`config.mk`:
```
export PLATFORM = sky130hd
export DESIGN_NAME = cfp_packer
export DESIGN_NICKNAME = d
export VERILOG_FILES = /design/src/cfp_pkg.sv /design/src/cfp_crc8.sv /design/src/cfp_packer.sv
export VERILOG_INCLUDE_DIRS = /design/src
export SDC_FILE = /design/constraint.sdc
export NUM_CORES = 1
export LEC_CHECK = 0
export BUFFER_PORTS_ARGS = -buffer_cell sky130_fd_sc_hd__buf_2
export CORE_ASPECT_RATIO = 1.4
export CORE_MARGIN = 3
export CORE_UTILIZATION = 50
export CTS_CLUSTER_DIAMETER = 200
export DETAILED_ROUTE_END_ITERATION = 8
export PLACE_DENSITY = 0.65
export SLEW_MARGIN = 5
export SYNTH_ARGS = -nofsm -noshare
export SYNTH_HDL_FRONTEND = slang
export SYNTH_SLANG_ARGS = --single-unit
```
`constraint.sdc`:
```
create_clock -name mclk -period 23 [get_ports mclk]
set_input_delay 0 -clock mclk [delete_from_list [all_inputs] [get_ports mclk]]
set_output_delay 0 -clock mclk [all_outputs]
set_load 0.05 [all_outputs]
```
`src/cfp_defs.svh`:
```
// constants of the current report frame packer
`ifndef CFP_DEFS_SVH
`define CFP_DEFS_SVH

`define CFP_FINE_ZERO     24'h800000
`define CFP_FINE_POS_SAT  24'h97A6B0
`define CFP_FINE_NEG_SAT  24'h685950
`define CFP_FINE_OOR      24'hFFFFFF
`define CFP_COARSE_ZERO   16'h8000
`define CFP_COARSE_POS    16'h860E
`define CFP_COARSE_NEG    16'h79F2
`define CFP_COARSE_CLAMP  16'h060E
`define CFP_CLAMP_MA      32'h0017A6B0
`define CFP_OVERCUR_MA    32'h00186A00
`define CFP_IMAX_MA       32'h0019F0A0
`define CFP_BAND_MA       32'h0016E360
`define CFP_WIN_MA        32'h00035B60
`define CFP_GAP_MA        32'h0000ABE0
`define CFP_MA_PER_A      32'h000003E8
`define CFP_SUPPLY_MIN_MV 16'h1E78
`define CFP_SUPPLY_MAX_MV 16'h3F48
`define CFP_SUPPLY_NONE   2'h3
`define CFP_FRAME_ID      11'h3C2
`define CFP_PERIOD_MS     32'h0000000A
`define CFP_CLK_HZ        32'h00989680
`define CFP_PERIOD_CYC    ((`CFP_PERIOD_MS * `CFP_CLK_HZ) / 32'h000003E8)
`define CFP_SEQ_RESTART   4'h1
`define CFP_SEQ_LAST      4'hF
`define CFP_CRC_POLY      8'h1D
`define CFP_CRC_INIT      8'hFF
`define CFP_CRC_XOR       8'hFF

`endif

```
`src/cfp_pkg.sv`:
```
// types of the current report frame packer
package cfp_pkg;

  typedef enum logic [1:0] {
    ST_BOOT,
    ST_RUN,
    ST_SEND,
    ST_MUTE
  } cfp_state_t;

  // byte 0 at the top, so the packed word is sent most significant first
  typedef struct packed {
    logic [3:0]  rolling_frame_count;
    logic [1:0]  supply_state_field;
    logic        fault_flag;
    logic        plausibility_violation_flag;
    logic [23:0] fine_code;
    logic [15:0] coarse_code;
    logic [7:0]  spare_byte;
    logic [7:0]  frame_check_byte;
  } cfp_frame_t;

  typedef struct packed {
    logic signed [31:0] fine_ma;
    logic signed [15:0] coarse_a;
  } cfp_meas_t;

  typedef struct packed {
    logic        valid;
    logic [1:0]  state;
    logic [15:0] mv;
  } cfp_supply_t;

  typedef struct packed {
    cfp_state_t  fsm;
    logic [31:0] tick_cnt;
    logic [3:0]  seq;
    cfp_frame_t  frame;
    logic        frame_valid;
    logic        muted;
  } cfp_regs_t;

endpackage : cfp_pkg

```
`src/cfp_crc8.sv`:
```
// bytewise J1850 style CRC-8 over a packed byte string
`include "cfp_defs.svh"

module cfp_crc8 #(
  parameter int NBYTES = 7
) (
  // data, first byte in the top bits
  input  wire logic [8*NBYTES-1:0] data,
  // result after final inversion
  output logic      [7:0]          crc
);

  logic [7:0] acc;

  always_comb begin
    acc = `CFP_CRC_INIT;
    for (int i = NBYTES - 1; i >= 0; i--) begin
      acc = acc ^ data[8*i +: 8];
      for (int b = 0; b < 8; b++) begin
        if (acc[7]) begin
          acc = {acc[6:0], 1'b0} ^ `CFP_CRC_POLY;
        end else begin
          acc = {acc[6:0], 1'b0};
        end
      end
    end
    crc = acc ^ `CFP_CRC_XOR;
  end

endmodule : cfp_crc8

```
`src/cfp_packer.sv`:
```
// periodic current report frame builder with start-up supply gate
`include "cfp_defs.svh"

module cfp_packer #(
  parameter logic        EXTENDED   = 1'b1,
  parameter logic [10:0] FRAME_ID   = `CFP_FRAME_ID,
  parameter int unsigned PERIOD_CYC = `CFP_PERIOD_CYC,
  parameter logic [31:0] IMAX_MA    = `CFP_IMAX_MA
) (
  // clock and reset
  input  wire logic                 mclk,
  input  wire logic                 rstn,
  // measurement front end
  input  wire cfp_pkg::cfp_meas_t   meas,
  input  wire cfp_pkg::cfp_supply_t supply,
  // internal hardware faults
  input  wire logic                 ref_fault,
  input  wire logic                 conv_fault,
  input  wire logic                 ripple_fault,
  // towards the CAN controller
  input  wire logic                 frame_ready,
  output logic                      frame_valid,
  output cfp_pkg::cfp_frame_t       frame,
  output logic [10:0]               frame_id,
  // status
  output logic                      tx_muted
);

  localparam logic [31:0] PERIOD_LAST = 32'(PERIOD_CYC - 1);

  cfp_pkg::cfp_regs_t  q;
  cfp_pkg::cfp_regs_t  d;
  cfp_pkg::cfp_frame_t next_frame;
  logic [7:0]          next_crc;
  logic [31:0]         fine_abs;
  logic [31:0]         coarse_ma;
  logic [31:0]         gap_ma;
  logic                tick;
  logic                load;
  logic                accept;
  logic                violation;
  logic                supply_bad;

  cfp_crc8 #(
    .NBYTES (7)
  ) u_crc (
    .data (next_frame[63:8]),
    .crc  (next_crc)
  );

  assign tick   = (q.tick_cnt == PERIOD_LAST);
  assign load   = tick && (q.fsm == cfp_pkg::ST_RUN);
  assign accept = q.frame_valid && frame_ready;

  // magnitudes; fine reading is the reference for the mismatch checks
  always_comb begin
    fine_abs  = meas.fine_ma[31] ? 32'(-meas.fine_ma) : 32'(meas.fine_ma);
    coarse_ma = 32'($signed(32'(meas.coarse_a)) * $signed(`CFP_MA_PER_A));
    gap_ma    = ($signed(meas.fine_ma) > $signed(coarse_ma))
              ? 32'(meas.fine_ma - $signed(coarse_ma))
              : 32'($signed(coarse_ma) - meas.fine_ma);
  end

  always_comb begin
    violation = 1'b0;
    if (fine_abs <= `CFP_WIN_MA) begin
      violation = (gap_ma > `CFP_GAP_MA);
    end else if (fine_abs <= `CFP_BAND_MA) begin
      // 5x avoids a divider; gap stays far below overflow
      violation = ((gap_ma * 32'h00000005) > fine_abs);
    end
  end

  assign supply_bad = supply.valid
                    && ((supply.mv < `CFP_SUPPLY_MIN_MV) || (supply.mv > `CFP_SUPPLY_MAX_MV));

  always_comb begin
    next_frame = '0;
    next_frame.rolling_frame_count = q.seq;
    next_frame.supply_state_field = supply.valid ? supply.state : `CFP_SUPPLY_NONE;
    next_frame.fault_flag = ref_fault || conv_fault || ripple_fault
                          || (fine_abs > `CFP_OVERCUR_MA);
    next_frame.plausibility_violation_flag = EXTENDED && violation;
    if (fine_abs > IMAX_MA) begin
      next_frame.fine_code = `CFP_FINE_OOR;
    end else if ($signed(meas.fine_ma) > $signed(`CFP_CLAMP_MA)) begin
      next_frame.fine_code = `CFP_FINE_POS_SAT;
    end else if ($signed(meas.fine_ma) < -$signed(`CFP_CLAMP_MA)) begin
      next_frame.fine_code = `CFP_FINE_NEG_SAT;
    end else begin
      next_frame.fine_code = 24'(32'(`CFP_FINE_ZERO) + 32'(meas.fine_ma));
    end
    if (EXTENDED) begin
      if ($signed(meas.coarse_a) > $signed(`CFP_COARSE_CLAMP)) begin
        next_frame.coarse_code = `CFP_COARSE_POS;
      end else if ($signed(meas.coarse_a) < -$signed(`CFP_COARSE_CLAMP)) begin
        next_frame.coarse_code = `CFP_COARSE_NEG;
      end else begin
        next_frame.coarse_code = `CFP_COARSE_ZERO + 16'(meas.coarse_a);
      end
    end
    next_frame.frame_check_byte = next_crc;
  end

  always_comb begin
    d = q;
    d.tick_cnt = tick ? 32'h00000000 : q.tick_cnt + 32'h00000001;
    case (q.fsm)
      cfp_pkg::ST_BOOT: begin
        if (supply_bad) begin
          d.fsm   = cfp_pkg::ST_MUTE;
          d.muted = 1'b1;
        end else begin
          d.fsm = cfp_pkg::ST_RUN;
        end
        d.tick_cnt = 32'h00000000;
      end
      cfp_pkg::ST_RUN: begin
        if (load) begin
          d.frame       = next_frame;
          d.frame_valid = 1'b1;
          d.fsm         = cfp_pkg::ST_SEND;
        end
      end
      cfp_pkg::ST_SEND: begin
        // a period tick while still waiting is dropped, not queued
        if (accept) begin
          d.frame_valid = 1'b0;
          d.fsm         = cfp_pkg::ST_RUN;
          d.seq = (q.seq == `CFP_SEQ_LAST) ? `CFP_SEQ_RESTART : q.seq + 4'h1;
        end
      end
      cfp_pkg::ST_MUTE: begin
        d.frame_valid = 1'b0;
      end
      default: begin
        d.fsm = cfp_pkg::ST_BOOT;
      end
    endcase
  end

  always_ff @(posedge mclk) begin
    if (!rstn) begin
      q <= '0;
    end else begin
      q <= d;
    end
  end

  assign frame_valid = q.frame_valid;
  assign frame       = q.frame;
  assign tx_muted    = q.muted;
  assign frame_id    = FRAME_ID;
endmodule : cfp_packer

```
; After elaboration in Yosys (flattened, before gate mapping)
; Cells that the tools add are included.
[word_totals]
ff_bits = 96
in_bits = 73
output_inout_bits = 77
elab_cells = 195
[classes]
addsub = 7
n_mul = 2
magnitude_cmp = 13
n_eq_ne = 7
n_mux = 74
n_bitwise = 64
n_reduce_logical = 16
[ops]
columns = cell, n
row1 = two-way mux 5 bit, 56
row2 = inverter 4 bit, 56
row3 = two-way mux 24 bit, 3
row4 = "> comparator 32 x 21 -> 1 bit, second input constant", 2
row5 = two-way mux 32 bit, 2
row6 = XOR 8 bit, 5
row7 = "adder 32 x 1 -> 32 bit, second input constant", 1
row8 = "== test 32 x 17 -> 1 bit, second input constant", 1
row9 = "> comparator 32 x 16 -> 1 bit, second input constant", 1
row10 = "> comparator 32 x 22 -> 1 bit, second input constant", 1
row11 = > comparator 32 x 27 -> 1 bit, 1
row12 = > comparator 32 bit, 1
row13 = "<= comparator 32 x 18 -> 1 bit, second input constant", 1
row14 = "<= comparator 32 x 21 -> 1 bit, second input constant", 1
row15 = "< comparator 32 x 22 -> 1 bit, second input constant", 1
row16 = "multiplier 32 x 3 -> 32 bit, second input constant", 1
row17 = two-way mux 16 bit, 2
row18 = negation 32 bit, 1
row19 = subtractor 27 x 32 -> 32 bit, 1
row20 = subtractor 32 x 27 -> 32 bit, 1
row21 = "adder 24 bit, first input constant", 1
row22 = "multiplier 16 x 8 -> 24 bit, second input constant", 1
row23 = "adder 16 bit, first input constant", 1
row24 = "> comparator 16 x 12 -> 1 bit, second input constant", 1
row25 = 22 further kinds, 40

; Depth between registers and ports, before layout
; Gate-level depths: netlist of run 1.
[logic_depth]
depth_word = 126
depth_mapped = 79
ltp_nobuf = 77

; Cells and area by module
; Synthesis of run 1 repeated with hierarchy kept, for this count alone.
[unflattened]
cells_unflattened = 2164
hier_area_um2 = 17728.3
[by_module_without_submodules]
columns = mod, n_inst, cells_each, area_per_inst_um2, seq_area_each_um2
row1 = cfp_packer, 1, 1977, 15074.5, 1921.8
row2 = cfp_crc8, 1, 187, 2653.8, 0.0

; Worst setup path before layout of run 1
; Ideal clock, no wire load.
[synth_timing]
path_type = in2reg
from = input meas[2] (netlist bit)
to = register q (netlist bit frame[4])
arrival_time_ns = 13.685
slack_ns = 9.199
cell_stages = 74
path_buffers = 3
path_cell_list = inv_1 -> fa_1 -> inv_1 -> ha_1 -> inv_1 -> fa_1 -> fa_1 -> inv_1 -> ha_1 -> a21o_1 -> a21oi_1 -> o21bai_1 -> a21oi_1 -> o21ai_0 -> a21oi_1 -> o21bai_1 -> a21oi_1 -> o21bai_1 -> (+38 left out) -> a31oi_1 -> a41o_1 -> o41a_1 -> xor2_1 -> ha_1 -> nand4_1 -> nor2_1 -> nand3_1 -> o211a_1 -> o31ai_1 -> a31oi_1 -> a2bb2oi_1 -> xnor3_1 -> xor2_1 -> xnor2_1 -> xnor2_1 -> nand2_1 -> o211a_1
[synth_via]
elab_chain_cells = 71
word_cells_on_any_way = 125
cone_classes = add/sub (3) / mul (2) / order compare (5) / mux (58) / bitwise (57)
[synth_lines]
columns = element, line
row1 = "start, declared", cfp_packer.sv:14  ; input wire cfp_pkg::cfp_meas_t meas,
row2 = multiplier 16 x 8 -> 24 bit, cfp_packer.sv:58  ; coarse_ma = 32'($signed(32'(meas.coarse_a)) * $signed(`CFP_MA_PER_A));
row3 = subtractor 27 x 32 -> 32 bit (tied with other cells), cfp_packer.sv:61  ; : 32'($signed(coarse_ma) - meas.fine_ma);
row4 = two-way mux 32 bit, cfp_packer.sv:60  ; ? 32'(meas.fine_ma - $signed(coarse_ma))
row5 = multiplier 32 x 3 -> 32 bit, cfp_packer.sv:70  ; violation = ((gap_ma * 32'h00000005) > fine_abs);
row6 = > comparator 32 bit, cfp_packer.sv:70
row7 = two-way mux 1 bit, cfp_packer.sv:68  ; end else if (fine_abs <= `CFP_BAND_MA) begin
row8 = two-way mux 1 bit, cfp_packer.sv:66  ; if (fine_abs <= `CFP_WIN_MA) begin
row9 = inverter 8 bit (no source line), --
row10 = (+55 left out), --
row11 = two-way mux 5 bit / inverter 4 bit (equally long branches), --
row12 = inverter 4 bit (no source line) / two-way mux 5 bit (equally long branches), --
row13 = two-way mux 5 bit, cfp_crc8.sv:20  ; if (acc[7]) begin
row14 = inverter 4 bit (no source line), --
row15 = two-way mux 5 bit, cfp_crc8.sv:20
row16 = inverter 4 bit (no source line), --
row17 = two-way mux 5 bit (*), cfp_crc8.sv:20
row18 = inverter 8 bit (no source line) (*), --
row19 = "end signal, assigned", cfp_packer.sv:144  ; q <= '0;
row20 = "end signal, assigned", cfp_packer.sv:146  ; q <= d;
row21 = "end, declared", cfp_packer.sv:31  ; cfp_pkg::cfp_regs_t q;
; Every way passes the cells marked *; elsewhere a longest branch is shown, timed or not.
; A chain may end at the register's enable or synchronous reset.

; Worst setup path in the final report of run 1
; Same ends and word-level chain as after synthesis.

==> results of run 1 <==
[final cells by class]
type | instances | area (um2)
Clock inverter | 5 | 63.8
Fill cell | 3501 | 16600
Clock buffer | 11 | 233
Tap cell | 456 | 571
Timing Repair Buffer | 143 | 748
Sequential cell | 96 | 1920
Antenna cell | 1 | 2.50
Multi-Input combinational cell | 1846 | 14300
Inverter | 264 | 991
[state kept, by name, indices dropped and copies added (netlist names)]
signal       flops
next_frame       4
frame_valid      1
tx_muted         1
frame           56
q               34
[how the worst max path moves through the flow]
stage / from / endpoint / slack (ns)
after CTS: meas[2] / frame[4] / 6.85
after global routing: meas[2] / frame[4] / 4.89
after detailed placement: meas[2] / frame[4] / 6.56
after global placement: meas[2] / frame[4] / 6.97
after floorplan: meas[2] / frame[4] / 9.20
final: meas[2] / frame[4] / 6.71
[tightest hold or removal path: stages]
cell and delay, ns:
sky130_fd_sc_hd__buf_2 0.08, sky130_fd_sc_hd__o31ai_1 0.10, sky130_fd_sc_hd__nor2_1 0.10, sky130_fd_sc_hd__o21a_1 0.11
[metrics by stage]
stage	std cells	instance area, um2
floorplan	2392	18200
global placement	2805	18500
detailed placement	2805	18500
CTS	2821	18800
global route	2821	18800
finish	2822	18800
[cells by family (layout without fill, tap and decap cells)]
kind of cell             count (synthesis)  in the layout
XOR/XNOR                               259            259
buffers and inverters                  450            423
AO/OA/AOI/OAI                          580            580
flip-flops                              96             96
adder cells (fa/ha/maj)                281            281
AND/OR/NAND/NOR                        698            698
multiplexers                             9              9
other                                    2             20
[metal layers]
layer / vias up / global-route usage (%) / share of wire, %
li1: 8141 / - / -
met1: 7850 / 32.9 / 39
met2: 648 / 49.7 / 48
met3: 203 / 3.34 / 6.0
met4: 2 / 16.3 / 6.6
met5: - / 0 / 0.020
[cell usage in the layout (no fill, tap or decap), types with 32 or more instances in the layout]
master	instances
sky130_fd_sc_hd__inv_1	262
sky130_fd_sc_hd__fa_1	59
sky130_fd_sc_hd__nor2_1	146
sky130_fd_sc_hd__nand3_1	60
sky130_fd_sc_hd__nor3_1	49
sky130_fd_sc_hd__xnor2_1	160
sky130_fd_sc_hd__xor2_1	74
sky130_fd_sc_hd__a21oi_1	132
sky130_fd_sc_hd__buf_2	130
sky130_fd_sc_hd__nand2_1	162
sky130_fd_sc_hd__a21o_1	48
sky130_fd_sc_hd__ha_1	220
sky130_fd_sc_hd__o21ai_0	116
sky130_fd_sc_hd__nand4_1	49
sky130_fd_sc_hd__nor2b_1	32
sky130_fd_sc_hd__dfxtp_1	96
sky130_fd_sc_hd__o211ai_1	33
sky130_fd_sc_hd__and2_1	46
==> impl_metrics.prom, run 1 <==
# TYPE chip_impl_metric gauge
chip_impl_metric{name="boundary_pin_count",unit=""} 150
chip_impl_metric{name="synth-seq-cells",unit=""} 96
chip_impl_metric{name="syn-mean-instance-area",unit="um2"} 7.63
chip_impl_info{name="main_combinational_cell_family_by_area_after_synthesis",value="adder cells"} 1
chip_impl_metric{name="drt_iter0_markers",unit=""} 1238
chip_impl_metric{name="maxSlewViolCount",unit=""} 0
chip_impl_metric{name="ff2ff_path_depth",unit=""} 15
chip_impl_metric{name="detail_route.wl_per_cell",unit="um"} 20.0
chip_impl_metric{name="sequential_to_total_area_share_from_yosys_stat",unit="%"} 10.6
chip_impl_metric{name="critPathBufInv",unit=""} 7
chip_impl_metric{name="worst-r2r-setup-slack",unit="ns"} 17.44
chip_impl_metric{name="clock_tree.buffer_depth",unit=""} 2
chip_impl_metric{name="initial_antenna_violation_count",unit=""} 2
chip_impl_info{name="rsz0062_at_grt",value="no"} 1
chip_impl_metric{name="period_needed",unit="ns"} 16.29
chip_impl_info{name="family_with_the_most_delay_on_the_worst_path",value="compound AO/OA/AOI/OAI gates"} 1
chip_impl_metric{name="synthAdderAreaFrac",unit="%"} 21.8
chip_impl_metric{name="timing.hold.worst_path_depth",unit=""} 4
chip_impl_metric{name="synth-compound-area-share",unit="%"} 21.7
chip_impl_metric{name="signal_arrival_time_at_the_worst_endpoint",unit="ns"} 16.53
chip_impl_info{name="ys_flop_type",value="sky130_fd_sc_hd__dfxtp_1"} 1
chip_impl_metric{name="synth_mux_area_share",unit="%"} 0.525
chip_impl_metric{name="wire_length_of_the_first_global_routing_pass",unit="mm"} 88.0
chip_impl_metric{name="timing.final.ws_setup",unit="ns"} 6.71
chip_impl_metric{name="relSlewSlack",unit="%"} 14.5
chip_impl_metric{name="postCtsResizedCells",unit=""} 0
chip_impl_metric{name="yosys.cell_types.count",unit=""} 94
chip_impl_metric{name="floorplan.die_area",unit="um2"} 38600
chip_impl_metric{name="timing.fmax",unit="GHz"} 0.0614
chip_impl_metric{name="final_core_utilization",unit="%"} 53.1
chip_impl_info{name="crit_top_cell",value="sky130_fd_sc_hd__o21ai_0"} 1
chip_impl_metric{name="max-cap-violations",unit=""} 0
chip_impl_metric{name="postRouteAntennaNets",unit=""} 0
chip_impl_metric{name="vias",unit=""} 16800
chip_impl_info{name="top_post_synthesis_cells_by_area",value="sky130_fd_sc_hd__ha_1, sky130_fd_sc_hd__dfxtp_1, sky130_fd_sc_hd__xnor2_1"} 1
chip_impl_info{name="cts_tree",value="built"} 1
chip_impl_metric{name="drive_gt1_share",unit="%"} 9.09
chip_impl_metric{name="synth-async-reset-ratio",unit="%"} 0
chip_impl_metric{name="core_area",unit="um2"} 35400
chip_impl_info{name="hold_path.startpoint",value="supply[15]"} 1
chip_impl_info{name="worst_hold_path.endpoint",value="tx_muted"} 1
chip_impl_metric{name="period_share",unit="%"} 70.8
chip_impl_metric{name="synthesis.yosys.warnings",unit=""} 0
chip_impl_metric{name="synth_simple_gate_area_share",unit="%"} 19.9
chip_impl_metric{name="io_buffers",unit=""} 130
chip_impl_info{name="end_kind",value="register"} 1
chip_impl_info{name="critical_path_class",value="in -> reg"} 1
chip_impl_metric{name="cp_data_required_time",unit="ns"} 23.24
chip_impl_info{name="clock_root_buffer",value="sky130_fd_sc_hd__clkbuf_16"} 1
chip_impl_metric{name="cts_max_level",unit=""} 3
chip_impl_metric{name="tritoncts.num_buffers",unit=""} 9
chip_impl_metric{name="initial_utilization",unit="%"} 51.2
chip_impl_metric{name="drc_errors",unit=""} 0
chip_impl_metric{name="cts.reportedPaths.clkPinSlew",unit="ns"} 0.06
chip_impl_info{name="critical_path.reg2reg.endpoint",value="frame[4]"} 1
chip_impl_metric{name="syn_to_final_growth",unit="%"} 3.74
chip_impl_info{name="outcome",value="completed"} 1
chip_impl_metric{name="timing.critical_path.slowest_cell_delay",unit="ns"} 0.70
chip_impl_metric{name="post_cts.repair.setup_buffers",unit=""} 0
chip_impl_metric{name="grt_usage",unit="%"} 28.2
chip_impl_metric{name="vias_per_cell",unit=""} 5.97
chip_impl_metric{name="drt-total-wl",unit="mm"} 56.4
chip_impl_metric{name="overflow",unit=""} 0
chip_impl_metric{name="pre_cts_ws",unit="ns"} 6.56
chip_impl_metric{name="dieWidth",unit="um"} 167
chip_impl_metric{name="whs",unit="ns"} 0.0722
chip_impl_metric{name="setup_total_negative_slack",unit="ns"} 0
chip_impl_metric{name="path_max_fanout",unit=""} 25
chip_impl_metric{name="synth_enable_flop_cells",unit=""} 0
chip_impl_metric{name="worst-slew-pin-transition",unit="ns"} 1.27
chip_impl_metric{name="vias_in_the_first_global_route",unit=""} 16500
chip_impl_metric{name="synth.cell_area",unit="um2"} 18100
chip_impl_info{name="synth_largest_area_cell",value="sky130_fd_sc_hd__ha_1"} 1
chip_impl_info{name="post-synth-top-count-cell",value="sky130_fd_sc_hd__inv_1"} 1
chip_impl_metric{name="first_pass_iters",unit=""} 5
chip_impl_metric{name="hpwl",unit="mm"} 45.9
chip_impl_metric{name="critical_path_cell_count",unit=""} 72
chip_impl_metric{name="floorplan.rows",unit=""} 81
chip_impl_info{name="yosys-top-cells-count",value="sky130_fd_sc_hd__inv_1, sky130_fd_sc_hd__ha_1, sky130_fd_sc_hd__nand2_1"} 1
chip_impl_metric{name="final.setup_skew",unit="ns"} 0.0119
chip_impl_metric{name="grt_start_max_net_pins",unit=""} 65
chip_impl_info{name="cell_with_the_biggest_individual_delay_on_the_critical_path",value="sky130_fd_sc_hd__o211a_1"} 1
chip_impl_metric{name="postSynthCellCount",unit=""} 2375
chip_impl_metric{name="synth-xor-area-share",unit="%"} 14.4
chip_impl_info{name="holdCritPathClass",value="in -> reg"} 1
chip_impl_info{name="worstReg2RegStart",value="next_frame[62]"} 1
chip_impl_metric{name="cts.hold.buffers_added",unit=""} 0
chip_impl_metric{name="synth.top_cell.area_share",unit="%"} 15.2
chip_impl_metric{name="cts.sinks",unit=""} 96
chip_impl_metric{name="nNetsFinal",unit=""} 2712
chip_impl_metric{name="die_height",unit="um"} 231
chip_impl_metric{name="setup_viol_count_final",unit=""} 0
chip_impl_metric{name="hold_viol",unit=""} 0
chip_impl_info{name="timing.critical_path.from_type",value="input pin"} 1
chip_impl_metric{name="finalWeightedCongestion",unit=""} 1.02
chip_impl_metric{name="clock_insertion_delay_worst_skew",unit="ns"} 0.35
Power of run 1 is not shown: default switching activity piles up to over one toggle a cycle in this logic, so the estimate is an artifact.
==> run 2: changes to the inputs <==
==> constraint.sdc (replaced) <==
create_clock -name mclk -period 15.1 [get_ports mclk]
set_input_delay 0 -clock mclk [delete_from_list [all_inputs] [get_ports mclk]]
set_output_delay 0 -clock mclk [all_outputs]
set_load 0.05 [all_outputs]
==> run 2 against run 1 <==
Compared with the run above:
- sequential share of layout area is 0.12 points lower
- routed wire length grew 2.1%
- setup slack worse by 5.5 ns
- die area stayed put
- cell count grew 0.46%
- register-to-register slack worse by 7.3 ns
- non-clock buffer count increased by 14
- final area increased by 1.1%
- clock skew grew 0.0035 ns
- first-iteration DRC count grew 3.0%
- utilization is 0.60 points higher
- count of clock-buffer cells in the layout decreased by 2
- critical endpoint is now frame[3]
==> impl_metrics.prom, run 2 (synthesis results as in run 1) <==
# TYPE chip_impl_metric gauge
chip_impl_info{name="outcome",value="completed"} 1
chip_impl_metric{name="drt-total-wl",unit="mm"} 57.6
chip_impl_metric{name="cts.sinks",unit=""} 96
chip_impl_metric{name="timing.critical_path.slowest_cell_delay",unit="ns"} 0.58
chip_impl_metric{name="dieWidth",unit="um"} 167
chip_impl_metric{name="hpwl",unit="mm"} 46.7
chip_impl_metric{name="core_area",unit="um2"} 35400
chip_impl_metric{name="grt_usage",unit="%"} 28.7
chip_impl_metric{name="final.setup_skew",unit="ns"} 0.0154
chip_impl_metric{name="wire_length_of_the_first_global_routing_pass",unit="mm"} 89.4
chip_impl_metric{name="dpl-instance-area",unit="um2"} 18600
chip_impl_metric{name="worst-slew-pin-transition",unit="ns"} 1.09
chip_impl_metric{name="max-cap-violations",unit=""} 0
chip_impl_metric{name="grt_start_max_net_pins",unit=""} 65
chip_impl_info{name="cell_with_the_biggest_individual_delay_on_the_critical_path",value="sky130_fd_sc_hd__fa_1"} 1
chip_impl_metric{name="overflow",unit=""} 0
chip_impl_metric{name="hold_viol",unit=""} 0
chip_impl_metric{name="path_max_fanout",unit=""} 24
chip_impl_info{name="end_kind",value="register"} 1
chip_impl_metric{name="period_needed",unit="ns"} 13.94
chip_impl_metric{name="nNetsFinal",unit=""} 2726
chip_impl_metric{name="timing.fmax",unit="GHz"} 0.0717
chip_impl_metric{name="vias_per_cell",unit=""} 6.02
chip_impl_metric{name="timing.hold.worst_path_depth",unit=""} 4
chip_impl_metric{name="ff2ff_path_depth",unit=""} 15
chip_impl_info{name="cts_tree",value="built"} 1
chip_impl_metric{name="dp.cells",unit=""} 2813
chip_impl_info{name="critical_path_class",value="in -> reg"} 1
chip_impl_metric{name="floorplan.die_area",unit="um2"} 38600
chip_impl_metric{name="finalWeightedCongestion",unit=""} 0.964
chip_impl_metric{name="vias",unit=""} 17100
chip_impl_metric{name="maxSlewViolCount",unit=""} 0
chip_impl_metric{name="drc_errors",unit=""} 0
chip_impl_metric{name="clock_tree.buffer_depth",unit=""} 2
chip_impl_metric{name="initial_utilization",unit="%"} 51.2
chip_impl_metric{name="relSlewSlack",unit="%"} 26.7
chip_impl_metric{name="final_core_utilization",unit="%"} 53.7
chip_impl_metric{name="period_share",unit="%"} 92.3
chip_impl_info{name="timing.critical_path.from_type",value="input pin"} 1
chip_impl_metric{name="drive_gt1_share",unit="%"} 10.6
chip_impl_metric{name="clock_insertion_delay_worst_skew",unit="ns"} 0.36
chip_impl_metric{name="initial_antenna_violation_count",unit=""} 5
chip_impl_metric{name="cp_data_required_time",unit="ns"} 15.35
chip_impl_metric{name="pre_cts_ws",unit="ns"} -0.127
chip_impl_info{name="mostFrequentLayoutCell",value="sky130_fd_sc_hd__inv_1"} 1
chip_impl_metric{name="final_cells",unit=""} 2835
chip_impl_metric{name="setup_viol_count_final",unit=""} 0
chip_impl_metric{name="die_height",unit="um"} 231
chip_impl_metric{name="first_pass_iters",unit=""} 5
chip_impl_metric{name="n_antenna_cell",unit=""} 0
chip_impl_metric{name="drt_iter0_markers",unit=""} 1275
chip_impl_metric{name="filler_cells",unit=""} 3533
chip_impl_metric{name="boundary_pin_count",unit=""} 150
chip_impl_metric{name="postRouteAntennaNets",unit=""} 0
chip_impl_metric{name="timing.final.ws_setup",unit="ns"} 1.16
chip_impl_metric{name="cts.reportedPaths.clkPinSlew",unit="ns"} 0.07
chip_impl_info{name="clock_root_buffer",value="sky130_fd_sc_hd__clkbuf_16"} 1
chip_impl_info{name="final_cell_mix",value="sky130_fd_sc_hd__inv_1, sky130_fd_sc_hd__ha_1, sky130_fd_sc_hd__nand2_1"} 1
chip_impl_metric{name="cts_max_level",unit=""} 3
chip_impl_metric{name="max_ffs_per_register",unit=""} 56
chip_impl_metric{name="tritoncts.num_buffers",unit=""} 9
chip_impl_metric{name="syn_to_final_growth",unit="%"} 4.92
chip_impl_metric{name="vias_in_the_first_global_route",unit=""} 16500
chip_impl_metric{name="finish.instance_area",unit="um2"} 19000
chip_impl_metric{name="io_buffers",unit=""} 130
chip_impl_metric{name="floorplan.rows",unit=""} 81
chip_impl_metric{name="detail_route.wl_per_cell",unit="um"} 20.3
chip_impl_info{name="holdCritPathClass",value="in -> reg"} 1
chip_impl_metric{name="signal_arrival_time_at_the_worst_endpoint",unit="ns"} 14.19
-- run 2: layer usage --
layer  vias to the layer above  global-route usage (%)  part of all wire [%]
met4                         8                    14.6                   6.0
met3                       183                    3.72                   6.3
met1                      8043                    34.1                    40
met2                       670                    50.6                    48
li1                       8160                       -                     -
met5                         -                       0                  0.10
-- run 2: what timing repair did --
item / CTS / global route
setup endpoints to repair: 0 / 8
hold buffers: 0 / 0
buffers inserted: 0 / 6
gates resized for setup: 0 / 35
-- run 2: worst paths after layout --
kind	slack [ns]	to	start
hold reg to reg	0.45	frame[7]	frame[7]
setup / recovery	1.16	frame[3]	meas[2]
hold / removal	0.03	tx_muted	supply[15]
setup reg to reg	10.10	frame[4]	next_frame[62]
-- run 2: final cells by class --
| type | instances | area (um2) | share of cell area, % |
|---|---|---|---|
| Multi-Input combinational cell | 1846 | 14400 | 75.6 |
| Sequential cell | 96 | 1920 | 10.1 |
| Inverter | 264 | 991 | 5.21 |
| Timing Repair Buffer | 157 | 861 | 4.53 |
| Tap cell | 456 | 571 | 3.00 |
| Clock buffer | 9 | 225 | 1.18 |
| Clock inverter | 7 | 70.1 | 0.369 |
-- run 2: through the flow --
stage	hold WS [ns]	setup TNS, ns
floorplan	0.194	0
global placement	0.417	0
global route	0.0850	-0.116
finish	0.0314	0
detailed placement	0.413	-0.248
CTS	0.0391	0
-- run 2: critical path, delay by kind of cell --
family,cells,cell delay (ns)
buffers and inverters,9,1.18
and+or+nand+nor,7,1.10
AOI/OAI and AO/OA,41,7.27
xor gates and xnor gates,7,1.54
adders and majority gates,8,3.08
Power of run 2 is left out for the same reason.
